<file path="config.mk">
export PLATFORM = sky130hd
export DESIGN_NAME = cssn_card_start
export DESIGN_NICKNAME = d
export VERILOG_FILES = /design/src/verilog/cssn_pkg.sv /design/src/verilog/cssn_card_start.sv
export VERILOG_INCLUDE_DIRS = /design/src /design/src/verilog
export SDC_FILE = /design/constraint.sdc
export NUM_CORES = 1
export LEC_CHECK = 0
export ABC_AREA = 1
export BUFFER_PORTS_ARGS = -buffer_cell sky130_fd_sc_hd__buf_2
export CAP_MARGIN = 30
export CORE_ASPECT_RATIO = 1.25
export CORE_UTILIZATION = 40
export CTS_BUF_LIST = sky130_fd_sc_hd__clkbuf_16
export CTS_CLUSTER_SIZE = 24
export DETAILED_ROUTE_END_ITERATION = 16
export MAX_ROUTING_LAYER = met4
export SYNTH_ARGS = -nofsm -noshare
export SYNTH_HDL_FRONTEND = slang
export SYNTH_SLANG_ARGS = --single-unit
</file>
<file path="constraint.sdc">
create_clock -name mclk_i -period 3.1 [get_ports mclk_i]
set_clock_uncertainty 0.2 [all_clocks]
set_input_delay 0.465 -clock mclk_i [delete_from_list [all_inputs] [get_ports mclk_i]]
set_output_delay 0.465 -clock mclk_i [all_outputs]
set_load 0.1 [all_outputs]
</file>
<file path="src/verilog/cssn_defines.svh">
`ifndef CSSN_DEFINES_SVH
`define CSSN_DEFINES_SVH

// answer-to-reset characters
`define CSSN_TS        8'h3b
`define CSSN_T0        8'h97
`define CSSN_TA1       8'h95
`define CSSN_TD1_NEG   8'h80
`define CSSN_TD1_SPEC  8'h90
`define CSSN_TA2       8'h80
`define CSSN_TD2       8'h1f
`define CSSN_TA3       8'hc7
`define CSSN_CAT_IND   8'h80
`define CSSN_CSD_TAG   8'h31
`define CSSN_CSD_VAL   8'he0
`define CSSN_CAP_TAG   8'h73
`define CSSN_CAP_B1    8'hfe
`define CSSN_CAP_B2    8'h21
`define CSSN_CAP_B3    8'h00
// positions inside the full (specific mode) sequence
`define CSSN_ATR_TD1   4'h3
`define CSSN_ATR_TA2   4'h4
`define CSSN_ATR_LAST  4'he

// parameter selection
`define CSSN_PPSS      8'hff
`define CSSN_PPS0_ACK  8'h10
`define CSSN_PPS0_DEF  8'h00
`define CSSN_FI_372    4'h1
`define CSSN_FI_512    4'h9
`define CSSN_DI_1      4'h1
`define CSSN_DI_8      4'h4
`define CSSN_DI_16     4'h5

// commands and status words
`define CSSN_INS_STAT  8'hf2
`define CSSN_P2_TPL    8'h00
`define CSSN_HDR_LAST  3'h4
`define CSSN_TPL_TAG   8'h62
`define CSSN_TPL_LEN   8'h03
`define CSSN_TPL_DTAG  8'h82
`define CSSN_TPL_DLEN  8'h01
`define CSSN_TPL_DESC  8'h38
`define CSSN_STAT_LAST 4'h7
`define CSSN_SW_OK     16'h9000
`define CSSN_SW_SEC    16'h6982
`define CSSN_SW_P1P2   16'h6b00

`endif

</file>
<file path="src/verilog/cssn_pkg.sv">
package cssn_pkg;

  typedef struct packed {
    logic [3:0] fi;
    logic [3:0] di;
  } cssn_rate_t;

  typedef struct packed {
    logic [7:0] sw1;
    logic [7:0] sw2;
  } cssn_sw_t;

  typedef enum logic [2:0] {
    ST_OFF,
    ST_ATR,
    ST_NEGO,
    ST_PPS_RX,
    ST_PPS_RSP,
    ST_CMD,
    ST_STAT_RSP
  } cssn_state_t;

endpackage : cssn_pkg

</file>
<file path="src/verilog/cssn_card_start.sv">
// Operation
// - send the answer-to-reset at the start of every card session
// - answer-to-reset carries global parameters introduced by protocol 15
// - historical bytes open with category indicator 80
// - card service data object first, card capabilities second
// - historical bytes use compact tag-length data objects
// - support rate pairs 512/8, 512/16 and 372/1
// - default rate after reset is 372/1, except warm reset into specific mode keeps the current rate
// - non-default parameters only after a selection exchange
// - every selection request gets a selection response
// - supported request is echoed; later characters use the new rate
// - status with P2=00 answered with control parameter template
// - both sides interpret answer-to-reset parameters by standard coding
// - cold reset enters negotiable mode and clears security state
// - warm reset enters negotiable or specific mode, clears security
// - answer after cold reset omits the specific mode byte
// - PIN-protected access after any reset rejected with 69 82
`timescale 1ns/1ps
`include "cssn_defines.svh"

module cssn_card_start
  import cssn_pkg::*;
#(
  parameter bit WARM_SPECIFIC = 1'b0
) (
  input  wire logic       mclk_i,
  input  wire logic       srst_i,
  input  wire logic       card_rst_n_i,
  input  wire logic       vcc_ok_i,
  input  wire logic [7:0] rx_data_i,
  input  wire logic       rx_valid_i,
  input  wire logic       tx_ready_i,
  input  wire logic       acc_req_i,
  input  wire logic       pin_ok_i,
  output logic [7:0]      tx_data_o,
  output logic            tx_valid_o,
  output cssn_rate_t      rate_o,
  output logic            mode_specific_o,
  output logic            session_open_o,
  output logic            sec_clear_o,
  output logic            pin_verified_o,
  output logic            acc_done_o,
  output cssn_sw_t        acc_sw_o
);

  localparam cssn_rate_t RATE_DEF = '{fi: `CSSN_FI_372, di: `CSSN_DI_1};

  function automatic logic [7:0] atr_byte(input logic [3:0] pos,
                                          input logic       spec);
    logic [7:0] b;
    b = 8'h00;
    unique case (pos)
      4'h0: b = `CSSN_TS;
      4'h1: b = `CSSN_T0;
      4'h2: b = `CSSN_TA1;
      4'h3: b = spec ? `CSSN_TD1_SPEC : `CSSN_TD1_NEG;
      4'h4: b = `CSSN_TA2;
      4'h5: b = `CSSN_TD2;
      4'h6: b = `CSSN_TA3;
      4'h7: b = `CSSN_CAT_IND;
      4'h8: b = `CSSN_CSD_TAG;
      4'h9: b = `CSSN_CSD_VAL;
      4'ha: b = `CSSN_CAP_TAG;
      4'hb: b = `CSSN_CAP_B1;
      4'hc: b = `CSSN_CAP_B2;
      4'hd: b = `CSSN_CAP_B3;
      default: b = 8'h00;
    endcase
    return b;
  endfunction : atr_byte

  function automatic logic rate_ok(input logic [7:0] p1);
    return p1 == {`CSSN_FI_372, `CSSN_DI_1} ||
           p1 == {`CSSN_FI_512, `CSSN_DI_8} ||
           p1 == {`CSSN_FI_512, `CSSN_DI_16};
  endfunction : rate_ok

  ////////////////////////////////////////////////////////////////////////////
  // pin synchronisers: a level counts once stages two and three agree

  logic [1:0]  pin_s1;
  logic [1:0]  pin_s2;
  logic [1:0]  pin_s3;
  logic [1:0]  pin_f;
  logic        up_q;
  logic        cold_pending;
  logic        spec;
  logic        up;
  logic        release_evt;
  logic        is_cold;

  always_ff @(posedge mclk_i) begin
    if (srst_i) begin
      pin_s1 <= 2'h0;
      pin_s2 <= 2'h0;
      pin_s3 <= 2'h0;
      pin_f  <= 2'h0;
    end else begin
      pin_s1 <= {vcc_ok_i, card_rst_n_i};
      pin_s2 <= pin_s1;
      pin_s3 <= pin_s2;
      pin_f  <= (pin_f & (pin_s2 ^ pin_s3)) | (pin_s3 & ~(pin_s2 ^ pin_s3));
    end
  end

  assign up          = pin_f[1] & pin_f[0];
  assign release_evt = up & ~up_q;
  assign is_cold     = cold_pending;

  // a reset release with power seen to fall since the last one is cold
  always_ff @(posedge mclk_i) begin
    if (srst_i) begin
      up_q         <= 1'b0;
      cold_pending <= 1'b1;
      spec         <= 1'b0;
    end else begin
      up_q <= up;
      if (!pin_f[1]) begin
        cold_pending <= 1'b1;
      end else if (release_evt) begin
        cold_pending <= 1'b0;
      end
      if (release_evt) begin
        spec <= is_cold ? 1'b0 : WARM_SPECIFIC;
      end
    end
  end

  ////////////////////////////////////////////////////////////////////////////
  // sequencing

  cssn_state_t state;
  logic [3:0]  idx;
  logic [7:0]  run_xor;
  logic        sent_last;
  logic [7:0]  pps0;
  logic [7:0]  pps1;
  logic [7:0]  pps_xor;
  logic [2:0]  pps_left;
  logic        pps_has1;
  logic [2:0]  hdr_cnt;
  logic [7:0]  hdr_ins;
  logic        p2_tpl;
  logic [7:0]  cur_byte;
  logic        cur_last;
  logic        pps_good;
  logic        tx_take;
  logic        seq_done;

  assign tx_take  = tx_valid_o & tx_ready_i;
  assign seq_done = tx_take & sent_last;
  assign pps_good = pps0[3:0] == 4'h0 && pps0[4] && pps_has1 &&
                    rate_ok(pps1) && pps_xor == 8'h00;

  always_comb begin
    cur_byte = 8'h00;
    cur_last = 1'b0;
    unique case (state)
      ST_ATR: begin
        // the specific mode byte is skipped unless warm specific
        if (idx == `CSSN_ATR_LAST || (!spec && idx == `CSSN_ATR_LAST - 4'h1))
        begin
          cur_byte = run_xor;                       // check character
          cur_last = 1'b1;
        end else if (!spec && idx >= `CSSN_ATR_TA2) begin
          cur_byte = atr_byte(idx + 4'h1, spec);
        end else begin
          cur_byte = atr_byte(idx, spec);
        end
      end
      ST_PPS_RSP: begin
        unique case (idx)
          4'h0: cur_byte = `CSSN_PPSS;
          4'h1: cur_byte = pps_good ? `CSSN_PPS0_ACK : `CSSN_PPS0_DEF;
          4'h2: cur_byte = pps_good ? pps1 : (`CSSN_PPSS ^ `CSSN_PPS0_DEF);
          default: cur_byte = `CSSN_PPSS ^ `CSSN_PPS0_ACK ^ pps1;
        endcase
        cur_last = pps_good ? idx == 4'h3 : idx == 4'h2;
      end
      ST_STAT_RSP: begin
        if (p2_tpl) begin
          unique case (idx)
            4'h0: cur_byte = `CSSN_INS_STAT;
            4'h1: cur_byte = `CSSN_TPL_TAG;
            4'h2: cur_byte = `CSSN_TPL_LEN;
            4'h3: cur_byte = `CSSN_TPL_DTAG;
            4'h4: cur_byte = `CSSN_TPL_DLEN;
            4'h5: cur_byte = `CSSN_TPL_DESC;
            4'h6: cur_byte = 8'(`CSSN_SW_OK >> 8);
            default: cur_byte = 8'(`CSSN_SW_OK);
          endcase
          cur_last = idx == `CSSN_STAT_LAST;
        end else begin
          cur_byte = (idx == 4'h0) ? 8'(`CSSN_SW_P1P2 >> 8) : 8'h00;
          cur_last = idx == 4'h1;
        end
      end
      ST_OFF, ST_NEGO, ST_PPS_RX, ST_CMD: begin
      end
    endcase
  end

  always_ff @(posedge mclk_i) begin
    if (srst_i) begin
      state <= ST_OFF;
    end else if (!up) begin
      state <= ST_OFF;
    end else if (release_evt) begin
      state <= ST_ATR;
    end else begin
      unique case (state)
        ST_OFF: state <= ST_OFF;
        ST_ATR: if (seq_done) state <= spec ? ST_CMD : ST_NEGO;
        ST_NEGO:
          if (rx_valid_i) begin
            state <= rx_data_i == `CSSN_PPSS ? ST_PPS_RX : ST_CMD;
          end
        ST_PPS_RX:
          if (rx_valid_i && hdr_cnt != 3'h0 && pps_left == 3'h1) begin
            state <= ST_PPS_RSP;
          end
        ST_PPS_RSP: if (seq_done) state <= ST_CMD;
        ST_CMD:
          if (rx_valid_i && hdr_cnt == `CSSN_HDR_LAST &&
              hdr_ins == `CSSN_INS_STAT) begin
            state <= ST_STAT_RSP;
          end
        ST_STAT_RSP: if (seq_done) state <= ST_CMD;
      endcase
    end
  end

  // byte handshake; valid drops for one cycle between bytes
  always_ff @(posedge mclk_i) begin
    if (srst_i || !up || release_evt) begin
      tx_valid_o <= 1'b0;
      tx_data_o  <= 8'h00;
      sent_last  <= 1'b0;
      idx        <= 4'h0;
      run_xor    <= 8'h00;
    end else if (tx_take) begin
      tx_valid_o <= 1'b0;
      idx        <= sent_last ? 4'h0 : idx + 4'h1;
      if (state == ST_ATR && idx != 4'h0) begin
        run_xor <= run_xor ^ tx_data_o;
      end
    end else if (!tx_valid_o &&
                 (state == ST_ATR || state == ST_PPS_RSP ||
                  state == ST_STAT_RSP)) begin
      tx_valid_o <= 1'b1;
      tx_data_o  <= cur_byte;
      sent_last  <= cur_last;
    end
  end

  // selection request and command header capture
  always_ff @(posedge mclk_i) begin
    if (srst_i || release_evt) begin
      pps0     <= 8'h00;
      pps1     <= 8'h00;
      pps_xor  <= 8'h00;
      pps_left <= 3'h0;
      pps_has1 <= 1'b0;
      hdr_cnt  <= 3'h0;
      hdr_ins  <= 8'h00;
      p2_tpl   <= 1'b0;
    end else if (rx_valid_i) begin
      unique case (state)
        ST_NEGO: begin
          pps_xor <= rx_data_i;
          hdr_cnt <= rx_data_i == `CSSN_PPSS ? 3'h0 : 3'h1;
        end
        ST_PPS_RX: begin
          pps_xor <= pps_xor ^ rx_data_i;
          if (hdr_cnt == 3'h0) begin
            pps0     <= rx_data_i;
            pps_has1 <= rx_data_i[4];
            pps_left <= 3'(rx_data_i[4]) + 3'(rx_data_i[5]) +
                        3'(rx_data_i[6]) + 3'h1;
            hdr_cnt  <= 3'h1;
          end else begin
            if (hdr_cnt == 3'h1 && pps_has1) pps1 <= rx_data_i;
            pps_left <= pps_left - 3'h1;
            hdr_cnt  <= 3'h2;
          end
        end
        ST_CMD: begin
          if (hdr_cnt == 3'h1) hdr_ins <= rx_data_i;
          if (hdr_cnt == 3'h3) p2_tpl <= rx_data_i == `CSSN_P2_TPL;
          hdr_cnt <= hdr_cnt == `CSSN_HDR_LAST ? 3'h0 : hdr_cnt + 3'h1;
        end
        ST_OFF, ST_ATR, ST_PPS_RSP, ST_STAT_RSP: begin
        end
      endcase
    end else if (state == ST_STAT_RSP || state == ST_PPS_RSP) begin
      // the selection count must not leak into the next command header
      hdr_cnt <= 3'h0;
    end
  end

  ////////////////////////////////////////////////////////////////////////////
  // rate, mode and security state

  always_ff @(posedge mclk_i) begin
    if (srst_i) begin
      rate_o          <= RATE_DEF;
      mode_specific_o <= 1'b0;
      session_open_o  <= 1'b0;
    end else begin
      if (release_evt) begin
        mode_specific_o <= is_cold ? 1'b0 : WARM_SPECIFIC;
        if (is_cold || !WARM_SPECIFIC) begin
          rate_o <= RATE_DEF;
        end
      end else if (state == ST_PPS_RSP && seq_done && pps_good) begin
        rate_o <= pps1;
      end
      session_open_o <= state == ST_CMD || state == ST_STAT_RSP;
    end
  end

  // a verification that lands with a reset edge is lost on purpose
  always_ff @(posedge mclk_i) begin
    if (srst_i) begin
      pin_verified_o <= 1'b0;
      sec_clear_o    <= 1'b0;
      acc_done_o     <= 1'b0;
      acc_sw_o       <= `CSSN_SW_OK;
    end else begin
      sec_clear_o <= release_evt;
      if (!up || release_evt) begin
        pin_verified_o <= 1'b0;
      end else if (pin_ok_i && session_open_o) begin
        pin_verified_o <= 1'b1;
      end
      acc_done_o <= acc_req_i && session_open_o;
      if (acc_req_i && session_open_o) begin
        acc_sw_o <= pin_verified_o ? `CSSN_SW_OK : `CSSN_SW_SEC;
      end
    end
  end

endmodule : cssn_card_start

</file>
==> reports/results.md <==
- **total routing usage reported by global routing** 20.81%
- **Die Span X** 98.70 um
- **largest voltage drop on the vdd net** 261.3 uV
- **post-DP HPWL** 8.744 mm
- **uppermost metal layer occupied by signal nets** met4
- **buffers inserted by post-CTS timing repair** 0
- **area of the mapped netlist** 4676 sq um
- **number of ports placed on the die boundary** 54
- **area used by multi-input combinational logic** 2375 sq um
- **most common library cell in the layout ignoring fill and taps** nand2_1
- **average wire length per cell after detail routing** 13.71 um
- **CTS Sinks** 84
- **part of the Yosys area used for sequential elements** 35.96%
- **fmax** 397.1 MHz
- **Initial Utilization** 41.58%
- **DRC violations left** 0
- **number of storage elements in the synthesis netlist** 84
- **Area growth syn-to-layout** 10.20%
- **Sum Neg Setup Slack** 0 ps
- **height of the die** 122.9 um
- **cell count after synthesis** 663
- **number of hold buffers added after cts** 0
- **pin count of the biggest net entering global routing** 25
- **Post-synth EDFFs** 0
- **DR vias/cell** 5.237
- **Via Count** 4368
- **vias in the first global route** 4028
- **top library cells by usage in the layout, fill and taps aside** nand2_1, inv_1, dfxtp_1
- **final weighted congestion in routability-driven placement** 0.9169
- **Yosys warnings** 0
- **peak fanout along the critical path** 9
- **kind of capture point of the worst setup path** flop
- **wire length on met1** 5.029 mm
- **static leakage power** 0.002237 uW
- **class of the tightest hold or removal check** input pin to flop
- **Final Max Slew Viols** 0
- **root buf cell** clkbuf_16
- **fraction of registers with async set or reset after synthesis** 0%
- **global route total overflow** 0
- **floorplan row count** 43
- **total count of hold-check failures in the final report** 0
- **area of all sequential standard cells** 1682 sq um
- **antenna violations before repair** 0
- **core box area** 11240 sq um
- **fill cell total of the finished layout** 1161
- **Slew HR** 53.05%
- **area share of the leading cell type in the synthesized netlist** 35.96%
- **synthesized area divided by synthesized cell count** 7.052 sq um
- **clock buffer depth** 2
- **data required time at the worst endpoint** 3120 ps
- **Power Density** 432.7 nW/um^2
- **first-pass GRT wire length** 19.22 mm
- **IO Port Bufs** 44
- **overall power** 2229 uW
- **TritonCTS buffer count** 9
- **setup repair after global routing missed its margin** false
- **Setup Slack @ Placement** 618.9 ps
- **minimum period implied by the final worst setup slack** 2518 ps
- **CP Class** flop to flop
- **n_diodes** 0
- **met2 WL post-DR** 5.647 mm
- **Setup WS post-layout** 582.1 ps
- **post-synth cell types** 44
- **Resize count post-CTS** 0
- **share of final-layout standard cells stronger than drive strength 1** 13.30%
- **startpoint type of the worst setup path** flop
- **most used flip-flop cell after synthesis** dfxtp_1
- **Final Cycle Share** 81.22%
- **outcome** finished, final reports clean
- **CTS H-Tree Depth** 3
- **latest clock arrival within the worst-skew pair** 340 ps
- **endpoints failing setup** 0
- **leading cell types by total area after synthesis** dfxtp_1, nand2_1, inv_1
- **leading area contributor after synthesis** dfxtp_1
- **max cap viols** 0
- **Detail Route Antenna Nets** 0
- **drt first-iter violations** 195
- **WHS** 127.5 ps
- **total number of nets in the final design** 726
- **clock tree from TritonCTS** done
- **wire length on met3** 444 um
- **Worst Path Arrival** 2540 ps
- **1st-pass router iterations** 4
- **clock transition at the registers of the reported paths** 60 ps
- **slew at the pin closest to its max-slew limit** 700.4 ps
- **area of the die** 12130 sq um
- **WL final** 11.43 mm
[critical path, cell delays in order (launching register included)]
cell and delay, ps:
dfxtp_1 470, inv_1 130, ha_1 260, nor2_1 330, nor2_2 120, inv_1 110, nand2_1 160, o21ai_0 180
inv_1 60, a21oi_1 260, a21oi_1 110
[metal layers]
metal | track usage (%) | up-vias
met5 | - | -
met4 | 8.396 | 0
met3 | 4.157 | 30
met2 | 35.83 | 99
met1 | 23.79 | 2017
li1 | - | 2222
[cell type report]
| type | instances | area share, % |
|---|---|---|
| clock inverters | 6 | 1.117 |
| flip-flops and latches | 84 | 32.64 |
| well taps | 135 | 3.278 |
| inverters | 107 | 7.941 |
| multi-input cells | 447 | 46.09 |
| clock buffers | 9 | 4.371 |
| repair buffers | 46 | 4.565 |
[cell usage after synthesis (7+ instances only)]
| master | n |
|---|---|
| dfxtp_1 | 84 |
| nand3_1 | 33 |
| a22oi_1 | 8 |
| nor3_1 | 19 |
| nor4_1 | 7 |
| inv_2 | 8 |
| o21ai_1 | 7 |
| o21ai_0 | 59 |
| nand4_1 | 9 |
| nor2_1 | 58 |
| a211oi_1 | 8 |
| ha_1 | 15 |
| nand2_1 | 111 |
| nor3b_1 | 8 |
| inv_1 | 94 |
| a21oi_1 | 59 |
| buf_4 | 17 |
[cells by family (layout without fill, tap and decap cells)]
family	count (synthesis)	after routing	share of synthesized area [%]
AO/OA/AOI/OAI	157	157	18.76
buffers and inverters	140	168	13.89
other	1	9	0.08020
adder cells (fa/ha/maj)	15	15	4.014
AND/OR/NAND/NOR	265	265	27.11
XOR/XNOR	1	1	0.1874
flip-flops	84	84	35.96
[through the flow]
stage / instances / area [sq um] / util (%)
4_1_cts: 834 / 5152 / 45.82
3_3_place_gp: 819 / 4870 / 43.31
3_5_place_dp: 819 / 4870 / 43.31
5_1_grt: 834 / 5152 / 45.82
6_report: 834 / 5152 / 45.82
2_1_floorplan: 671 / 4706 / -
[worst paths after layout]
check	start	end	slack, ps	cells past startpoint
max	idx[0]$_SDFFE_PP0P_	tx_data_o[4]$_SDFFE_PP0P_	580	10
min	card_rst_n_i	pin_s1[0]$_SDFF_PP0_	130	3
max reg2reg	idx[0]$_SDFFE_PP0P_	tx_data_o[4]$_SDFFE_PP0P_	580	10
min reg2reg	pin_s1[1]$_SDFF_PP0_	pin_s2[1]$_SDFF_PP0_	200	2
[power by group]
part	internal (uW)	switching, uW
combinational	15.2	83.8
sequential	1080	1.28
clock	612	435
[flip-flops by register name (all words and copies together) (netlist names), 3 cells and up, named ones only]
register and cells:
hdr_cnt 3, state 3, idx 4, rate_o 8, pps0 5, pps1 8, hdr_ins 8, run_xor 8
pps_left 3, tx_data_o 8, pps_xor 8
No activity file was read; power rests on OpenSTA's default activity.
